<file path="config.mk">
export PLATFORM = sky130hd
export DESIGN_NAME = tas_timer16
export DESIGN_NICKNAME = d
export VERILOG_FILES = /design/src/hdl/tas_pkg.sv /design/src/hdl/tas_timer16.sv /design/src/hdl/tas_pin_sync.sv
export SDC_FILE = /design/constraint.sdc
export NUM_CORES = 1
export LEC_CHECK = 0
export BUFFER_PORTS_ARGS = -buffer_cell sky130_fd_sc_hd__buf_4
export CORE_UTILIZATION = 53
export CTS_CLUSTER_DIAMETER = 80
export DETAILED_ROUTE_END_ITERATION = 8
export PLACE_DENSITY = 0.71
export SLEW_MARGIN = 20
export SYNTH_ARGS = -nofsm -noshare
export SYNTH_HDL_FRONTEND = slang
export SYNTH_SLANG_ARGS = --single-unit
</file>
<file path="constraint.sdc">
create_clock -name clk -period 3.2 [get_ports clk]
set_clock_uncertainty 0.1 [all_clocks]
set_input_delay 0.16 -clock clk [delete_from_list [all_inputs] [get_ports clk]]
set_output_delay 0.16 -clock clk [all_outputs]
set_load 0.05 [all_outputs]
</file>
<file path="src/hdl/tas_pkg.sv">
// Shared constants and carrier types for the 16-bit timer access and sync front end
package tas_pkg;

  // Register addresses on the 8-bit internal I/O bus
  localparam logic [7:0] ADDR_SYNC   = 8'h00;  // timer_sync_control
  localparam logic [7:0] ADDR_CTRL_A = 8'h01;  // timer_control_a
  localparam logic [7:0] ADDR_CTRL_B = 8'h02;  // timer_control_b
  localparam logic [7:0] ADDR_FLAG   = 8'h03;  // timer_flag_reg
  localparam logic [7:0] ADDR_MASK   = 8'h04;  // timer_mask_reg
  localparam logic [7:0] ADDR_OUT_EN = 8'h05;  // Output pin enables, A low nibble, B high
  localparam logic [7:0] ADDR_CNT_L  = 8'h06;  // counter_value low byte
  localparam logic [7:0] ADDR_CNT_H  = 8'h07;  // counter_value high byte (via temporary)
  localparam logic [7:0] ADDR_CAP_L  = 8'h08;  // capture_value low byte
  localparam logic [7:0] ADDR_CAP_H  = 8'h09;  // capture_value high byte (via temporary)
  localparam logic [7:0] ADDR_CMPA_L = 8'h0A;  // compare_value_a low byte
  localparam logic [7:0] ADDR_CMPA_H = 8'h0B;  // compare_value_a high byte
  localparam logic [7:0] ADDR_CMPB_L = 8'h0C;  // compare_value_b low byte
  localparam logic [7:0] ADDR_CMPB_H = 8'h0D;  // compare_value_b high byte

  // timer_sync_control field positions
  localparam int SYNC_HOLD_BIT = 7;  // sync_hold_mode
  localparam int PSR_T0_BIT    = 1;  // prescaler_reset_t0
  localparam int PSR_T1_BIT    = 0;  // prescaler_reset_t1

  // timer_control_b field positions
  localparam int CS_LSB      = 0;  // Clock select, 3 bits
  localparam int WGM_HI_LSB  = 3;  // Mode bits 3:2
  localparam int CAP_SRC_BIT = 5;  // 1: capture from comparator output
  localparam int CAP_EDG_BIT = 6;  // 1: capture on rising edge
  localparam int CAP_NF_BIT  = 7;  // 1: noise filter on

  // Flag and mask bit positions
  localparam int FLG_OVF = 0;  // overflow_flag
  localparam int FLG_MA  = 1;  // match_flag_a
  localparam int FLG_MB  = 2;  // match_flag_b
  localparam int FLG_CAP = 3;  // capture_flag
  localparam logic [7:0] FLAG_MASK = 8'h0F;  // Implemented flag bits

  // Reset values
  localparam logic [7:0]  RST_BYTE = 8'h00;
  localparam logic [15:0] RST_WORD = 16'h0000;

  // Count boundaries
  localparam logic [15:0] COUNT_FLOOR = 16'h0000;
  localparam logic [15:0] COUNT_MAX   = 16'hFFFF;
  localparam logic [15:0] TOP_8BIT    = 16'h00FF;
  localparam logic [15:0] TOP_9BIT    = 16'h01FF;
  localparam logic [15:0] TOP_10BIT   = 16'h03FF;

  // Mode codes with a register-defined ceiling
  localparam logic [3:0] WGM_CTC_A  = 4'h4;
  localparam logic [3:0] WGM_CTC_C  = 4'hC;
  localparam logic [3:0] WGM_PWM_C  = 4'hE;
  localparam logic [3:0] WGM_PWM_A  = 4'hF;

  // Clock select codes
  localparam logic [2:0] CS_STOP  = 3'h0;
  localparam logic [2:0] CS_SYS   = 3'h1;
  localparam logic [2:0] CS_DIV8  = 3'h2;
  localparam logic [2:0] CS_DIV64 = 3'h3;
  localparam logic [2:0] CS_DIV256 = 3'h4;
  localparam logic [2:0] CS_DIV1K = 3'h5;
  localparam logic [2:0] CS_EXT_F = 3'h6;
  localparam logic [2:0] CS_EXT_R = 3'h7;

  // One CPU access on the internal I/O bus
  typedef struct packed {
    logic [7:0] addr;   // Register address
    logic       wr;     // Write strobe, one cycle
    logic       rd;     // Read strobe, one cycle
    logic [7:0] wdata;  // Write data
  } tas_io_req_type;

endpackage

</file>
<file path="src/hdl/tas_timer16.sv">
// 16-bit timer with shared high-byte register access and prescaler sync control

// How it works
// - Sync mode holds written prescaler reset bits
// - Writing zero to sync control clears both resets
// - Timer-1 prescaler reset self-clears unless sync
// - Four flags: overflow, match A/B, capture
// - Two compare channels, four pins each
// - Flags visible, each request gated by mask bit
// - No clock source selected halts the counter
// - Buffered compares checked on each timer tick, set flags
// - Capture latches counter on filtered pin edge
// - Ceiling A in PWM: no A output, buffered
// - Floor flagged when counter is 0x0000
// - Maximum flagged when counter is 0xFFFF
// - Ceiling fixed 0xFF/0x1FF/0x3FF/0xFFFF or register
// - One shared 8-bit temporary high byte
// - Low-byte write loads temp and low together
// - Low-byte read copies high into temp
// - Compare reads bypass the temporary byte
// - Control registers are plain 8-bit access
module tas_timer16 #(
  parameter int PRESC_W    = 10,  // Prescaler width, taps reach divide by 1024
  parameter int FILTER_LEN = 4    // Samples that must agree in the noise filter
) (
  input  wire logic                    clk,
  input  wire logic                    srst,
  input  wire tas_pkg::tas_io_req_type io_req,
  output logic [7:0]                   io_rdata,
  input  wire logic [3:0]              irq_ack,
  output logic [3:0]                   irq_req,
  input  wire logic                    external_count_pin,
  input  wire logic                    capture_input_pin,
  input  wire logic                    comparator_out,
  output logic [3:0]                   oc_pins_a,
  output logic [3:0]                   oc_pins_b,
  output logic                         prescaler_reset_t0,
  output logic                         prescaler_reset_t1,
  output logic                         count_at_floor,
  output logic                         count_at_max
);

  // Parameters the taps and filter cannot serve are refused
  if (PRESC_W < 10 || FILTER_LEN < 2 || FILTER_LEN > 16)
  begin : g_bad_param
    $error("tas_timer16: PRESC_W must be >= 10 and FILTER_LEN within 2..16");
  end

  // Mode is PWM (buffered compares, clear-to-floor waveform)
  function automatic logic is_pwm(input logic [3:0] wgm);
    is_pwm = (wgm[1:0] != 2'b00) && (wgm != 4'hD);
  endfunction

  // Capture register is the ceiling, so the capture input is ignored
  function automatic logic cap_is_top(input logic [3:0] wgm);
    cap_is_top = (wgm == tas_pkg::WGM_CTC_C) || (wgm == tas_pkg::WGM_PWM_C);
  endfunction

  // Synchronised pins: bit 0 count pin, bit 1 capture pin, bit 2 comparator
  logic [2:0] pin_lvl;
  logic [2:0] pin_prev;

  tas_pin_sync #(
    .WIDTH (3)
  ) u_sync (
    .clk        (clk),
    .srst       (srst),
    .pin_in     ({comparator_out, capture_input_pin, external_count_pin}),
    .level      (pin_lvl),
    .level_prev (pin_prev)
  );

  // Register state
  logic [7:0]         sync_ctl_ff,  nxt_sync_ctl;   // timer_sync_control
  logic [7:0]         ctrl_a_ff,    nxt_ctrl_a;     // timer_control_a
  logic [7:0]         ctrl_b_ff,    nxt_ctrl_b;     // timer_control_b
  logic [7:0]         mask_ff,      nxt_mask;       // timer_mask_reg
  logic [7:0]         out_en_ff,    nxt_out_en;     // Output pin enables
  logic [3:0]         flag_ff,      nxt_flag;       // timer_flag_reg bits
  logic [15:0]        cnt_ff,       nxt_cnt;        // counter_value
  logic [15:0]        cmpa_buf_ff,  nxt_cmpa_buf;   // CPU-visible compare A
  logic [15:0]        cmpb_buf_ff,  nxt_cmpb_buf;   // CPU-visible compare B
  logic [15:0]        cmpa_act_ff,  nxt_cmpa_act;   // Compare A in use
  logic [15:0]        cmpb_act_ff,  nxt_cmpb_act;   // Compare B in use
  logic [15:0]        cap_ff,       nxt_cap;        // capture_value
  logic [7:0]         temp_ff,      nxt_temp;       // Shared high-byte temporary
  logic [7:0]         rdata_ff,     nxt_rdata;      // Registered read data
  logic [PRESC_W-1:0] presc_ff,     nxt_presc;      // Free-running prescaler
  logic [FILTER_LEN-1:0] filt_sh_ff, nxt_filt_sh;   // Filter sample history
  logic               filt_lvl_ff,  nxt_filt_lvl;   // Filtered capture level
  logic               filt_prev_ff, nxt_filt_prev;  // Previous filtered level

  // Output state
  logic       wave_a_ff, nxt_wave_a;
  logic       wave_b_ff, nxt_wave_b;
  logic [3:0] pins_a_ff, nxt_pins_a;
  logic [3:0] pins_b_ff, nxt_pins_b;
  logic [3:0] irq_ff,    nxt_irq;
  logic       floor_ff,  nxt_floor;
  logic       max_ff,    nxt_max;

  // Decoded controls
  logic [3:0]  wgm;
  logic [2:0]  cs;
  logic [15:0] top;
  logic        tick;
  logic        halted;
  logic        wrap;
  logic        match_a;
  logic        match_b;
  logic        cap_edge;
  logic        wr_sync;
  logic        wr_flag;
  logic [1:0]  wgm_lo;
  logic        cap_src;

  assign wgm     = {ctrl_b_ff[tas_pkg::WGM_HI_LSB +: 2], ctrl_a_ff[1:0]};
  assign cs      = ctrl_b_ff[tas_pkg::CS_LSB +: 3];
  assign wgm_lo  = wgm[1:0];
  assign cap_src = ctrl_b_ff[tas_pkg::CAP_SRC_BIT];
  assign wr_sync = io_req.wr && (io_req.addr == tas_pkg::ADDR_SYNC);
  assign wr_flag = io_req.wr && (io_req.addr == tas_pkg::ADDR_FLAG);

  // Prescaler: held at zero while its reset bit is one
  always_comb
  begin
    if (sync_ctl_ff[tas_pkg::PSR_T1_BIT])
      nxt_presc = '0;
    else
      nxt_presc = presc_ff + PRESC_W'(1);
  end

  // Sync control: written reset bits stick only in sync mode
  always_comb
  begin
    nxt_sync_ctl = sync_ctl_ff;
    if (wr_sync)
    begin
      // Sync mode and both reset bits take the written value; writing sync
      // mode zero with both resets zero releases all counters in one cycle
      nxt_sync_ctl = io_req.wdata & 8'h83;
    end
    else if (!sync_ctl_ff[tas_pkg::SYNC_HOLD_BIT])
    begin
      // Reset bits self-clear one cycle after being written
      nxt_sync_ctl[tas_pkg::PSR_T1_BIT] = 1'b0;
      nxt_sync_ctl[tas_pkg::PSR_T0_BIT] = 1'b0;
    end
  end

  // Timer clock: stopped, system clock, prescaler tap or pin edge
  always_comb
  begin
    halted = sync_ctl_ff[tas_pkg::SYNC_HOLD_BIT] && sync_ctl_ff[tas_pkg::PSR_T1_BIT];
    unique case (cs)
      tas_pkg::CS_STOP:   tick = 1'b0;
      tas_pkg::CS_SYS:    tick = 1'b1;
      tas_pkg::CS_DIV8:   tick = &presc_ff[2:0];
      tas_pkg::CS_DIV64:  tick = &presc_ff[5:0];
      tas_pkg::CS_DIV256: tick = &presc_ff[7:0];
      tas_pkg::CS_DIV1K:  tick = &presc_ff[9:0];
      tas_pkg::CS_EXT_F:  tick = pin_prev[0] && !pin_lvl[0];
      tas_pkg::CS_EXT_R:  tick = !pin_prev[0] && pin_lvl[0];
    endcase
    if (halted || sync_ctl_ff[tas_pkg::PSR_T1_BIT] && cs != tas_pkg::CS_SYS
        && cs < tas_pkg::CS_EXT_F)
      tick = 1'b0;
  end

  // Ceiling selection by mode
  always_comb
  begin
    if (wgm == tas_pkg::WGM_CTC_A || wgm == tas_pkg::WGM_PWM_A)
      top = cmpa_act_ff;
    else if (cap_is_top(wgm))
      top = cap_ff;
    else if (is_pwm(wgm) && wgm_lo == 2'b01)
      top = tas_pkg::TOP_8BIT;
    else if (is_pwm(wgm) && wgm_lo == 2'b10)
      top = tas_pkg::TOP_9BIT;
    else if (is_pwm(wgm) && wgm_lo == 2'b11)
      top = tas_pkg::TOP_10BIT;
    else
      top = tas_pkg::COUNT_MAX;
  end

  assign wrap    = tick && (cnt_ff == top);
  assign match_a = tick && (cnt_ff == cmpa_act_ff);
  assign match_b = tick && (cnt_ff == cmpb_act_ff);

  // Capture source, noise filter and edge detection
  always_comb
  begin
    logic sample;
    sample        = cap_src ? pin_lvl[2] : pin_lvl[1];
    nxt_filt_sh   = {filt_sh_ff[FILTER_LEN-2:0], sample};
    nxt_filt_lvl  = filt_lvl_ff;
    if (!ctrl_b_ff[tas_pkg::CAP_NF_BIT])
      nxt_filt_lvl = sample;
    else if (&filt_sh_ff)
      nxt_filt_lvl = 1'b1;
    else if (~|filt_sh_ff)
      nxt_filt_lvl = 1'b0;
    nxt_filt_prev = filt_lvl_ff;
    cap_edge = (filt_lvl_ff != filt_prev_ff)
             && (filt_lvl_ff == ctrl_b_ff[tas_pkg::CAP_EDG_BIT]) && !cap_is_top(wgm);
  end

  // CPU access, counting, buffers, capture and flags
  always_comb
  begin
    nxt_ctrl_a   = ctrl_a_ff;
    nxt_ctrl_b   = ctrl_b_ff;
    nxt_mask     = mask_ff;
    nxt_out_en   = out_en_ff;
    nxt_cmpa_buf = cmpa_buf_ff;
    nxt_cmpb_buf = cmpb_buf_ff;
    nxt_cap      = cap_ff;
    nxt_temp     = temp_ff;
    nxt_rdata    = rdata_ff;
    // Counter advances on the timer clock and folds to the floor at the ceiling
    nxt_cnt = cnt_ff;
    if (wrap)
      nxt_cnt = tas_pkg::COUNT_FLOOR;
    else if (tick)
      nxt_cnt = cnt_ff + 16'h0001;
    // Capture snapshots the counter as it stands
    if (cap_edge)
      nxt_cap = cnt_ff;
    // Writes: control registers single access, 16-bit ones through temporary
    if (io_req.wr)
    begin
      unique case (io_req.addr)
        tas_pkg::ADDR_CTRL_A: nxt_ctrl_a = io_req.wdata;
        tas_pkg::ADDR_CTRL_B: nxt_ctrl_b = io_req.wdata;
        tas_pkg::ADDR_MASK:   nxt_mask   = io_req.wdata & tas_pkg::FLAG_MASK;
        tas_pkg::ADDR_OUT_EN: nxt_out_en = io_req.wdata;
        tas_pkg::ADDR_CNT_H, tas_pkg::ADDR_CAP_H,
        tas_pkg::ADDR_CMPA_H, tas_pkg::ADDR_CMPB_H:
          nxt_temp = io_req.wdata;
        // CPU write takes priority over counting
        tas_pkg::ADDR_CNT_L:  nxt_cnt = {temp_ff, io_req.wdata};
        tas_pkg::ADDR_CMPA_L: nxt_cmpa_buf = {temp_ff, io_req.wdata};
        tas_pkg::ADDR_CMPB_L: nxt_cmpb_buf = {temp_ff, io_req.wdata};
        // Capture register is only writable while it sets the ceiling
        tas_pkg::ADDR_CAP_L:
          if (cap_is_top(wgm))
            nxt_cap = {temp_ff, io_req.wdata};
        default: ;
      endcase
    end
    // Reads: low byte copies high into temporary, compares read directly
    if (io_req.rd)
    begin
      unique case (io_req.addr)
        tas_pkg::ADDR_SYNC:   nxt_rdata = sync_ctl_ff;
        tas_pkg::ADDR_CTRL_A: nxt_rdata = ctrl_a_ff;
        tas_pkg::ADDR_CTRL_B: nxt_rdata = ctrl_b_ff;
        tas_pkg::ADDR_FLAG:   nxt_rdata = {4'h0, flag_ff};
        tas_pkg::ADDR_MASK:   nxt_rdata = mask_ff;
        tas_pkg::ADDR_OUT_EN: nxt_rdata = out_en_ff;
        tas_pkg::ADDR_CNT_L:
        begin
          nxt_rdata = cnt_ff[7:0];
          nxt_temp  = cnt_ff[15:8];
        end
        tas_pkg::ADDR_CAP_L:
        begin
          nxt_rdata = cap_ff[7:0];
          nxt_temp  = cap_ff[15:8];
        end
        tas_pkg::ADDR_CNT_H, tas_pkg::ADDR_CAP_H: nxt_rdata = temp_ff;
        tas_pkg::ADDR_CMPA_L: nxt_rdata = cmpa_buf_ff[7:0];
        tas_pkg::ADDR_CMPA_H: nxt_rdata = cmpa_buf_ff[15:8];
        tas_pkg::ADDR_CMPB_L: nxt_rdata = cmpb_buf_ff[7:0];
        tas_pkg::ADDR_CMPB_H: nxt_rdata = cmpb_buf_ff[15:8];
        default:              nxt_rdata = tas_pkg::RST_BYTE;
      endcase
    end
    // Compares in use: direct in non-PWM, loaded at the ceiling in PWM so a
    // period never sees a half-updated ceiling or threshold
    nxt_cmpa_act = cmpa_act_ff;
    nxt_cmpb_act = cmpb_act_ff;
    if (!is_pwm(wgm) || wrap)
    begin
      nxt_cmpa_act = nxt_cmpa_buf;
      nxt_cmpb_act = nxt_cmpb_buf;
    end
    // Flags: hardware set wins over write-one or acknowledge clear
    nxt_flag = flag_ff & ~irq_ack;
    if (wr_flag)
      nxt_flag = nxt_flag & ~io_req.wdata[3:0];
    nxt_flag[tas_pkg::FLG_OVF] = nxt_flag[tas_pkg::FLG_OVF] | wrap;
    nxt_flag[tas_pkg::FLG_MA]  = nxt_flag[tas_pkg::FLG_MA] | match_a;
    nxt_flag[tas_pkg::FLG_MB]  = nxt_flag[tas_pkg::FLG_MB] | match_b;
    nxt_flag[tas_pkg::FLG_CAP] = nxt_flag[tas_pkg::FLG_CAP] | cap_edge;
  end

  // Waveforms, pins, requests and boundary status
  always_comb
  begin
    nxt_wave_a = wave_a_ff;
    nxt_wave_b = wave_b_ff;
    if (is_pwm(wgm))
    begin
      if (wrap)
      begin
        nxt_wave_a = 1'b1;
        nxt_wave_b = 1'b1;
      end
      if (match_a)
        nxt_wave_a = 1'b0;
      if (match_b)
        nxt_wave_b = 1'b0;
    end
    else
    begin
      nxt_wave_a = wave_a_ff ^ match_a;
      nxt_wave_b = wave_b_ff ^ match_b;
    end
    // Channel A cannot drive PWM while it holds the ceiling
    if (wgm == tas_pkg::WGM_PWM_A)
      nxt_pins_a = 4'h0;
    else
      nxt_pins_a = {4{wave_a_ff}} & out_en_ff[3:0];
    nxt_pins_b = {4{wave_b_ff}} & out_en_ff[7:4];
    nxt_irq    = flag_ff & mask_ff[3:0];
    nxt_floor  = (cnt_ff == tas_pkg::COUNT_FLOOR);
    nxt_max    = (cnt_ff == tas_pkg::COUNT_MAX);
  end

  // Register all state
  always_ff @(posedge clk)
  begin
    if (srst)
    begin
      sync_ctl_ff  <= tas_pkg::RST_BYTE;
      ctrl_a_ff    <= tas_pkg::RST_BYTE;
      ctrl_b_ff    <= tas_pkg::RST_BYTE;
      mask_ff      <= tas_pkg::RST_BYTE;
      out_en_ff    <= tas_pkg::RST_BYTE;
      flag_ff      <= 4'h0;
      cnt_ff       <= tas_pkg::RST_WORD;
      cmpa_buf_ff  <= tas_pkg::RST_WORD;
      cmpb_buf_ff  <= tas_pkg::RST_WORD;
      cmpa_act_ff  <= tas_pkg::RST_WORD;
      cmpb_act_ff  <= tas_pkg::RST_WORD;
      cap_ff       <= tas_pkg::RST_WORD;
      temp_ff      <= tas_pkg::RST_BYTE;
      rdata_ff     <= tas_pkg::RST_BYTE;
      presc_ff     <= '0;
      filt_sh_ff   <= '0;
      filt_lvl_ff  <= 1'b0;
      filt_prev_ff <= 1'b0;
      wave_a_ff    <= 1'b0;
      wave_b_ff    <= 1'b0;
      pins_a_ff    <= 4'h0;
      pins_b_ff    <= 4'h0;
      irq_ff       <= 4'h0;
      floor_ff     <= 1'b0;
      max_ff       <= 1'b0;
    end
    else
    begin
      sync_ctl_ff  <= nxt_sync_ctl;
      ctrl_a_ff    <= nxt_ctrl_a;
      ctrl_b_ff    <= nxt_ctrl_b;
      mask_ff      <= nxt_mask;
      out_en_ff    <= nxt_out_en;
      flag_ff      <= nxt_flag;
      cnt_ff       <= nxt_cnt;
      cmpa_buf_ff  <= nxt_cmpa_buf;
      cmpb_buf_ff  <= nxt_cmpb_buf;
      cmpa_act_ff  <= nxt_cmpa_act;
      cmpb_act_ff  <= nxt_cmpb_act;
      cap_ff       <= nxt_cap;
      temp_ff      <= nxt_temp;
      rdata_ff     <= nxt_rdata;
      presc_ff     <= nxt_presc;
      filt_sh_ff   <= nxt_filt_sh;
      filt_lvl_ff  <= nxt_filt_lvl;
      filt_prev_ff <= nxt_filt_prev;
      wave_a_ff    <= nxt_wave_a;
      wave_b_ff    <= nxt_wave_b;
      pins_a_ff    <= nxt_pins_a;
      pins_b_ff    <= nxt_pins_b;
      irq_ff       <= nxt_irq;
      floor_ff     <= nxt_floor;
      max_ff       <= nxt_max;
    end
  end

  // Outputs straight from flip-flops
  assign io_rdata           = rdata_ff;
  assign irq_req            = irq_ff;
  assign oc_pins_a          = pins_a_ff;
  assign oc_pins_b          = pins_b_ff;
  assign prescaler_reset_t0 = sync_ctl_ff[tas_pkg::PSR_T0_BIT];
  assign prescaler_reset_t1 = sync_ctl_ff[tas_pkg::PSR_T1_BIT];
  assign count_at_floor     = floor_ff;
  assign count_at_max       = max_ff;

endmodule

</file>
<file path="src/hdl/tas_pin_sync.sv">
// Two-stage synchroniser with one extra stage for edge detection
module tas_pin_sync #(
  parameter int WIDTH = 1
) (
  input  wire logic             clk,
  input  wire logic             srst,
  input  wire logic [WIDTH-1:0] pin_in,
  output logic      [WIDTH-1:0] level,
  output logic      [WIDTH-1:0] level_prev
);

  logic [WIDTH-1:0] meta_ff;   // First stage, read only by the second
  logic [WIDTH-1:0] sync_ff;   // Second stage, safe to use
  logic [WIDTH-1:0] prev_ff;   // Delayed copy for edge detection
  logic [WIDTH-1:0] nxt_meta;
  logic [WIDTH-1:0] nxt_sync;
  logic [WIDTH-1:0] nxt_prev;

  // Shift chain
  always_comb
  begin
    nxt_meta = pin_in;
    nxt_sync = meta_ff;
    nxt_prev = sync_ff;
  end

  // Register stages
  always_ff @(posedge clk)
  begin
    if (srst)
    begin
      meta_ff <= '0;
      sync_ff <= '0;
      prev_ff <= '0;
    end
    else
    begin
      meta_ff <= nxt_meta;
      sync_ff <= nxt_sync;
      prev_ff <= nxt_prev;
    end
  end

  assign level      = sync_ff;
  assign level_prev = prev_ff;

endmodule

</file>
==> flow_summary.json, run 1 <==
{
  "status": "completed",
  "grt_pass1_wl_um": 46890,
  "drive_gt1_share_pct": 15.29,
  "ir_worst_vdd_mv": 0.5186,
  "async_flop_share_pct": 0,
  "holdCritPathClass": "in -> reg",
  "drc_errors": 0,
  "core_mm2": 0.01748,
  "cpMaxStageDelayCell": "dfxtp_1",
  "fillers": 1503,
  "drt-wirelength-per-cell_um": 22.39,
  "fin_util_pct": 62.58,
  "setup_viol": 0,
  "critPathMaxFanout": 32,
  "grt_max_degree": 139,
  "relSlewSlack_pct": 39.58,
  "h-tree-depth": 4,
  "synth_top_area_cell": "dfxtp_1",
  "die_w_um": 136.3,
  "grt_antenna_before_repair": 1,
  "cts_buffers": 17,
  "drv_cap": 0,
  "design_power_total_mw": 4.636,
  "worst_slew_pin_slew_ns": 0.8980,
  "synth_area_leaders": "dfxtp_1, nand2_1, a21oi_1",
  "syn_area_mm2": 0.009555,
  "regArea_mm2": 0.003725,
  "clock.fmax_mhz": 329.5,
  "ys_warn_count": 0,
  "n_antenna_cell": 0,
  "rsz0062_at_grt": "no",
  "synth_seq_cells": 186,
  "fin_area_mm2": 0.01094,
  "syn_inst": 1139,
  "ios": 51,
  "layout_common_cells": "dfxtp_1, nand2_1, a21oi_1, nor2_1, buf_4",
  "synth_edf_count": 0,
  "cp.required_ns": 3.42,
  "grt_pass1_vias": 7990,
  "dp_cells": 1362,
  "multi_input_area_mm2": 0.005363,
  "final_common_cell": "dfxtp_1",
  "synth.yosys.seq_area_share_pct": 38.97,
  "worstPathCellList": "nand3_1, o221ai_1, o32ai_1, a211oi_1, nor4_4, a41oi_4, buf_12, mux2_2",
  "clkPwrFrac_pct": 45.5,
  "synth.avg_cell_area_um2": 8.389,
  "layout.cells.non_filler": 1409,
  "synth_cell_types": 67,
  "critPathCaptureType": "flip-flop",
  "clk_pin_slew_ns": 0.07,
  "p_comb_share_pct": 4.2,
  "cellPowerDensity_mw_per_mm2": 423.9,
  "overflow": 0,
  "postCtsSetupBuffers": 0,
  "grtUsageTotal_pct": 34.59,
  "final_antenna_net_count": 0,
  "leakage_nw": 4.299,
  "critPathMaxStageDelay_ns": 0.57,
  "seqPwrFrac_pct": 50.3,
  "syn_to_final_growth_pct": 14.46,
  "die_h_um": 136.3,
  "via_count": 8861,
  "arrival_ns": 3.26,
  "ys.flop_type": "dfxtp_1",
  "start_kind": "flip-flop",
  "hpwl_um": 22020,
  "row_count": 48,
  "syn_nets": 1170,
  "clockRootBuffer": "clkbuf_16",
  "clock_latency_ns": 0.44,
  "netlist.area_leader.share_pct": 38.97,
  "start_util_pct": 54.67,
  "final_nets": 1203,
  "die_area_mm2": 0.01857,
  "dpl_cell_area_mm2": 0.01019,
  "cts.path.max_buffers": 2,
  "internal-power_mw": 3.490,
  "fin_crit_sh_pct": 94.85,
  "io_buffer_count": 50,
  "finalHoldViolCount": 0,
  "crit_type": "reg -> reg",
  "cts.sinks": 186,
  "via_per_inst": 6.289,
  "drv_slew": 0,
  "net-switching-power_mw": 1.146,
  "cts_tree": "yes",
  "first_pass_iters": 6,
  "tns_ns": 0,
  "period_minus_slack_ns": 3.035,
  "drtIter0Drc": 1089,
  "swShare_pct": 24.73,
  "gp_congestion": 0.9660,
  "drt_wl_total_um": 31550
}
## worst max-delay path, delay by kind of cell (launching register included)
family / cells / cell delay, ns
flops: 1 / 0.57
compound gates: 4 / 1.21
buf+inv: 1 / 0.28
simple gates: 2 / 0.35
mux: 1 / 0.37
## power by group through the flow
stage          sequential (mW)  combinational (mW)  clock, mW
6_report                  2.33               0.194       2.11
5_1_grt                   2.33               0.204       2.21
4_1_cts                   2.33               0.188       2.12
3_5_place_dp              2.39               0.172          0
3_3_place_gp              2.39               0.171          0
2_1_floorplan             2.39              0.0959          0
## layer usage
layer  share of wire [%]  up-vias  track usage, %
li1                    -     4091               -
met1                  40     4209           45.01
met2                  44      474           51.92
met3                  11       85           10.59
met4                 4.5        2           16.30
met5               0.041        -               0
## per-stage QoR
stage | setup slack [ns] | hold WS (ns)
after detailed placement | 0.1579 | 0.2815
after global placement | 0.1887 | 0.2774
after global routing | 0.03789 | 0.06080
final | 0.1648 | 0.07331
after floorplan | 0.4961 | 0.1882
after CTS | 0.1398 | 0.05108
## worst paths after layout
check | start | endpoint | slack (ns) | cells past startpoint
setup reg to reg | ctrl_a_ff[1] | cmpb_act_ff[0] | 0.16 | 8
hold / removal | io_req[8] | temp_ff[2] | 0.07 | 3
setup / recovery | ctrl_a_ff[1] | cmpb_act_ff[0] | 0.16 | 8
hold reg to reg | u_sync.meta_ff[1] | u_sync.level[1] | 0.34 | 1
## Yosys cell counts, types with 19 or more instances
library cell  instances
a211oi_1             19
a21oi_1             100
a22oi_1              20
clkbuf_1             75
dfxtp_1             186
inv_1                19
mux2_4               30
mux2i_1              24
nand2_1             154
nand3_1              39
nand4_1              23
nor2_1               92
nor2b_1              52
nor4_1               22
xor2_1               49
## flip-flops by register name (all words and copies together) (netlist names), 4 cells and up
| name | count |
|---|---|
| cap_ff | 16 |
| cmpa_act_ff | 16 |
| cmpa_buf_ff | 16 |
| cmpb_act_ff | 16 |
| cmpb_buf_ff | 16 |
| cnt_ff | 16 |
| presc_ff | 10 |
| ctrl_a_ff | 8 |
| ctrl_b_ff | 8 |
| io_rdata | 8 |
| out_en_ff | 8 |
| temp_ff | 8 |
| filt_sh_ff | 4 |
| flag_ff | 4 |
| irq_req | 4 |
| mask_ff | 4 |
| oc_pins_a | 4 |
| oc_pins_b | 4 |
## cell families after synthesis
kind of cell | Yosys count | share of synthesized area, %
AO/OA/AOI/OAI | 230 | 16.12
XOR/XNOR | 60 | 5.499
adder cells (fa/ha/maj) | 4 | 0.5238
buffers and inverters | 115 | 5.015
flip-flops | 186 | 38.97
multiplexers | 59 | 7.817
AND/OR/NAND/NOR | 485 | 26.06
## layout make-up
cell class                      instances  area share [%]
Clock buffer                           17           3.890
Tap cell                              225           2.574
Multi-Input combinational cell        838           49.03
Clock inverter                         14           1.419
Inverter                               19          0.6521
Sequential cell                       186           34.06
Timing Repair Buffer                  110           8.374
## repair_timing
item,in CTS,in global routing
hold buffers,16,0
hold endpoints to repair,47,0
resized for setup,0,1
endpoints found under the setup margin,0,2
Power figures use the tool's default switching activity.
==> inputs of run 2 (changes only) <==
Settings changed: CTS_BUF_LIST set to sky130_fd_sc_hd__clkbuf_2 sky130_fd_sc_hd__clkbuf_4 sky130_fd_sc_hd__clkbuf_8, GPL_ROUTABILITY_DRIVEN set to 0.
Clock period 3.2 ns to 3.8 ns, I/O delays scaled along.
==> run 2 against run 1 <==
Count of clock-buffer cells in the layout up 1. Register-to-register slack better by 0.21 ns. Die area is the same. Power is 25% lower.
==> flow_summary.json, run 2 (same netlist as run 1, synthesis figures left out) <==
{
  "status": "completed",
  "final_nets": 1184,
  "setup_ws_ns": 0.3756,
  "clock.fmax_mhz": 292.0,
  "leakage_nw": 4.116,
  "hold_depth": 3,
  "arrival_ns": 3.70,
  "final_antenna_net_count": 0,
  "row_count": 48,
  "die_area_mm2": 0.01857,
  "drt_wl_total_um": 30940,
  "p_comb_share_pct": 4.6,
  "overflow": 0,
  "hp-start": "io_req[8]",
  "setup_viol": 0,
  "drt-wirelength-per-cell_um": 22.24,
  "net-switching-power_mw": 0.9483,
  "critPathMaxFanout": 32,
  "start_kind": "flip-flop",
  "via_count": 8725,
  "grt_max_degree": 72,
  "reg2reg_depth": 8,
  "drv_cap": 0,
  "fin_area_mm2": 0.01058,
  "io_buffer_count": 50,
  "via_per_inst": 6.272,
  "swShare_pct": 27.40,
  "grt_pass1_vias": 7883,
  "critPathCaptureType": "flip-flop",
  "start_util_pct": 54.67,
  "cts.path.max_buffers": 2,
  "drtIter0Drc": 1144,
  "clkPwrFrac_pct": 38.6,
  "worst_slew_pin_slew_ns": 1.007,
  "grt_antenna_before_repair": 0,
  "design_power_total_mw": 3.461,
  "dpl_cell_area_mm2": 0.01003,
  "clk_pin_slew_ns": 0.11,
  "drc_errors": 0,
  "crit_type": "reg -> reg",
  "h-tree-depth": 4,
  "n_antenna_cell": 0,
  "clockRootBuffer": "clkbuf_8",
  "fin_util_pct": 60.55,
  "cts.sinks": 186,
  "drive_gt1_share_pct": 13.98,
  "grt_pass1_wl_um": 46550,
  "hpwl_um": 21500,
  "period_minus_slack_ns": 3.424,
  "cp.required_ns": 4.08,
  "holdCritPathClass": "in -> reg",
  "final_common_cell": "dfxtp_1",
  "seqPwrFrac_pct": 56.8,
  "ios": 51,
  "internal-power_mw": 2.513,
  "relSlewSlack_pct": 32.27,
  "first_pass_iters": 6,
  "cellPowerDensity_mw_per_mm2": 327.1,
  "ir_worst_vdd_mv": 0.2715,
  "clock_latency_ns": 0.49,
  "grtUsageTotal_pct": 33.98,
  "cts_resized": 0,
  "die_w_um": 136.3,
  "cts_buffers": 17,
  "syn_to_final_growth_pct": 10.74,
  "rsz0062_at_grt": "no",
  "r2r-start": "ctrl_b_ff[4]",
  "layout_common_cells": "dfxtp_1, nand2_1, a21oi_1, nor2_1, buf_4",
  "core_mm2": 0.01748,
  "post-place-ws_ns": 0.4890,
  "finalHoldViolCount": 0,
  "fillers": 1522,
  "fin_crit_sh_pct": 90.12,
  "drv_slew": 0,
  "tns_ns": 0,
  "postCtsSetupBuffers": 0,
  "startpoint": "ctrl_b_ff[4]",
  "cts_tree": "yes",
  "die_h_um": 136.3
}
-- run 2: power by group through the flow --
stage	registers [mW]	logic, mW	clock network, mW
after floorplan	2.01	0.0807	0
after global placement	2.01	0.143	0
after detailed placement	2.01	0.143	0
after CTS	1.97	0.155	1.35
after global routing	1.97	0.167	1.43
final	1.97	0.160	1.34
-- run 2: metrics by stage --
step / instances / hold WS (ns)
2_1_floorplan: 1139 / 0.2182
3_5_place_dp: 1344 / 0.3068
3_3_place_gp: 1344 / 0.3085
4_1_cts: 1391 / 0.007641
6_report: 1391 / 0.03109
5_1_grt: 1391 / 0.01425
-- run 2: final cells by class --
class / count / area, µm² / share of cell area, %
Clock buffer: 18 / 241.5 / 2.282
Multi-Input combinational cell: 838 / 5363 / 50.68
Sequential cell: 186 / 3724 / 35.19
Inverter: 19 / 71.32 / 0.6740
Clock inverter: 14 / 155.1 / 1.466
Tap cell: 225 / 281.5 / 2.661
Timing Repair Buffer: 91 / 745.7 / 7.047
-- run 2: timing repair --
action | CTS | global route
hold endpoints to repair | 59 | 0
endpoints found under the setup margin | 0 | 0
hold buffers | 15 | 0
-- run 2: worst paths after layout --
check	end	slack, ns
max	cmpb_act_ff[1]	0.38
min	temp_ff[5]	0.03
max reg2reg	cmpb_act_ff[1]	0.38
min reg2reg	u_sync.level[0]	0.36
-- run 2: critical path, stage by stage (launching register included) --
cell and delay (ns):
dfxtp_1 0.94, nand3_1 0.29, o221ai_1 0.37, o32ai_1 0.14
a211oi_1 0.44, nor4_4 0.11, a41oi_4 0.28, buf_12 0.24
mux2_2 0.37
-- run 2: metal layers --
metal	track usage [%]	wire (µm)	up-vias
met3	9.321	3350	80
met5	0	0	-
li1	-	-	4049
met4	16.17	1370	0
met2	50.06	13480	479
met1	45.58	12740	4117
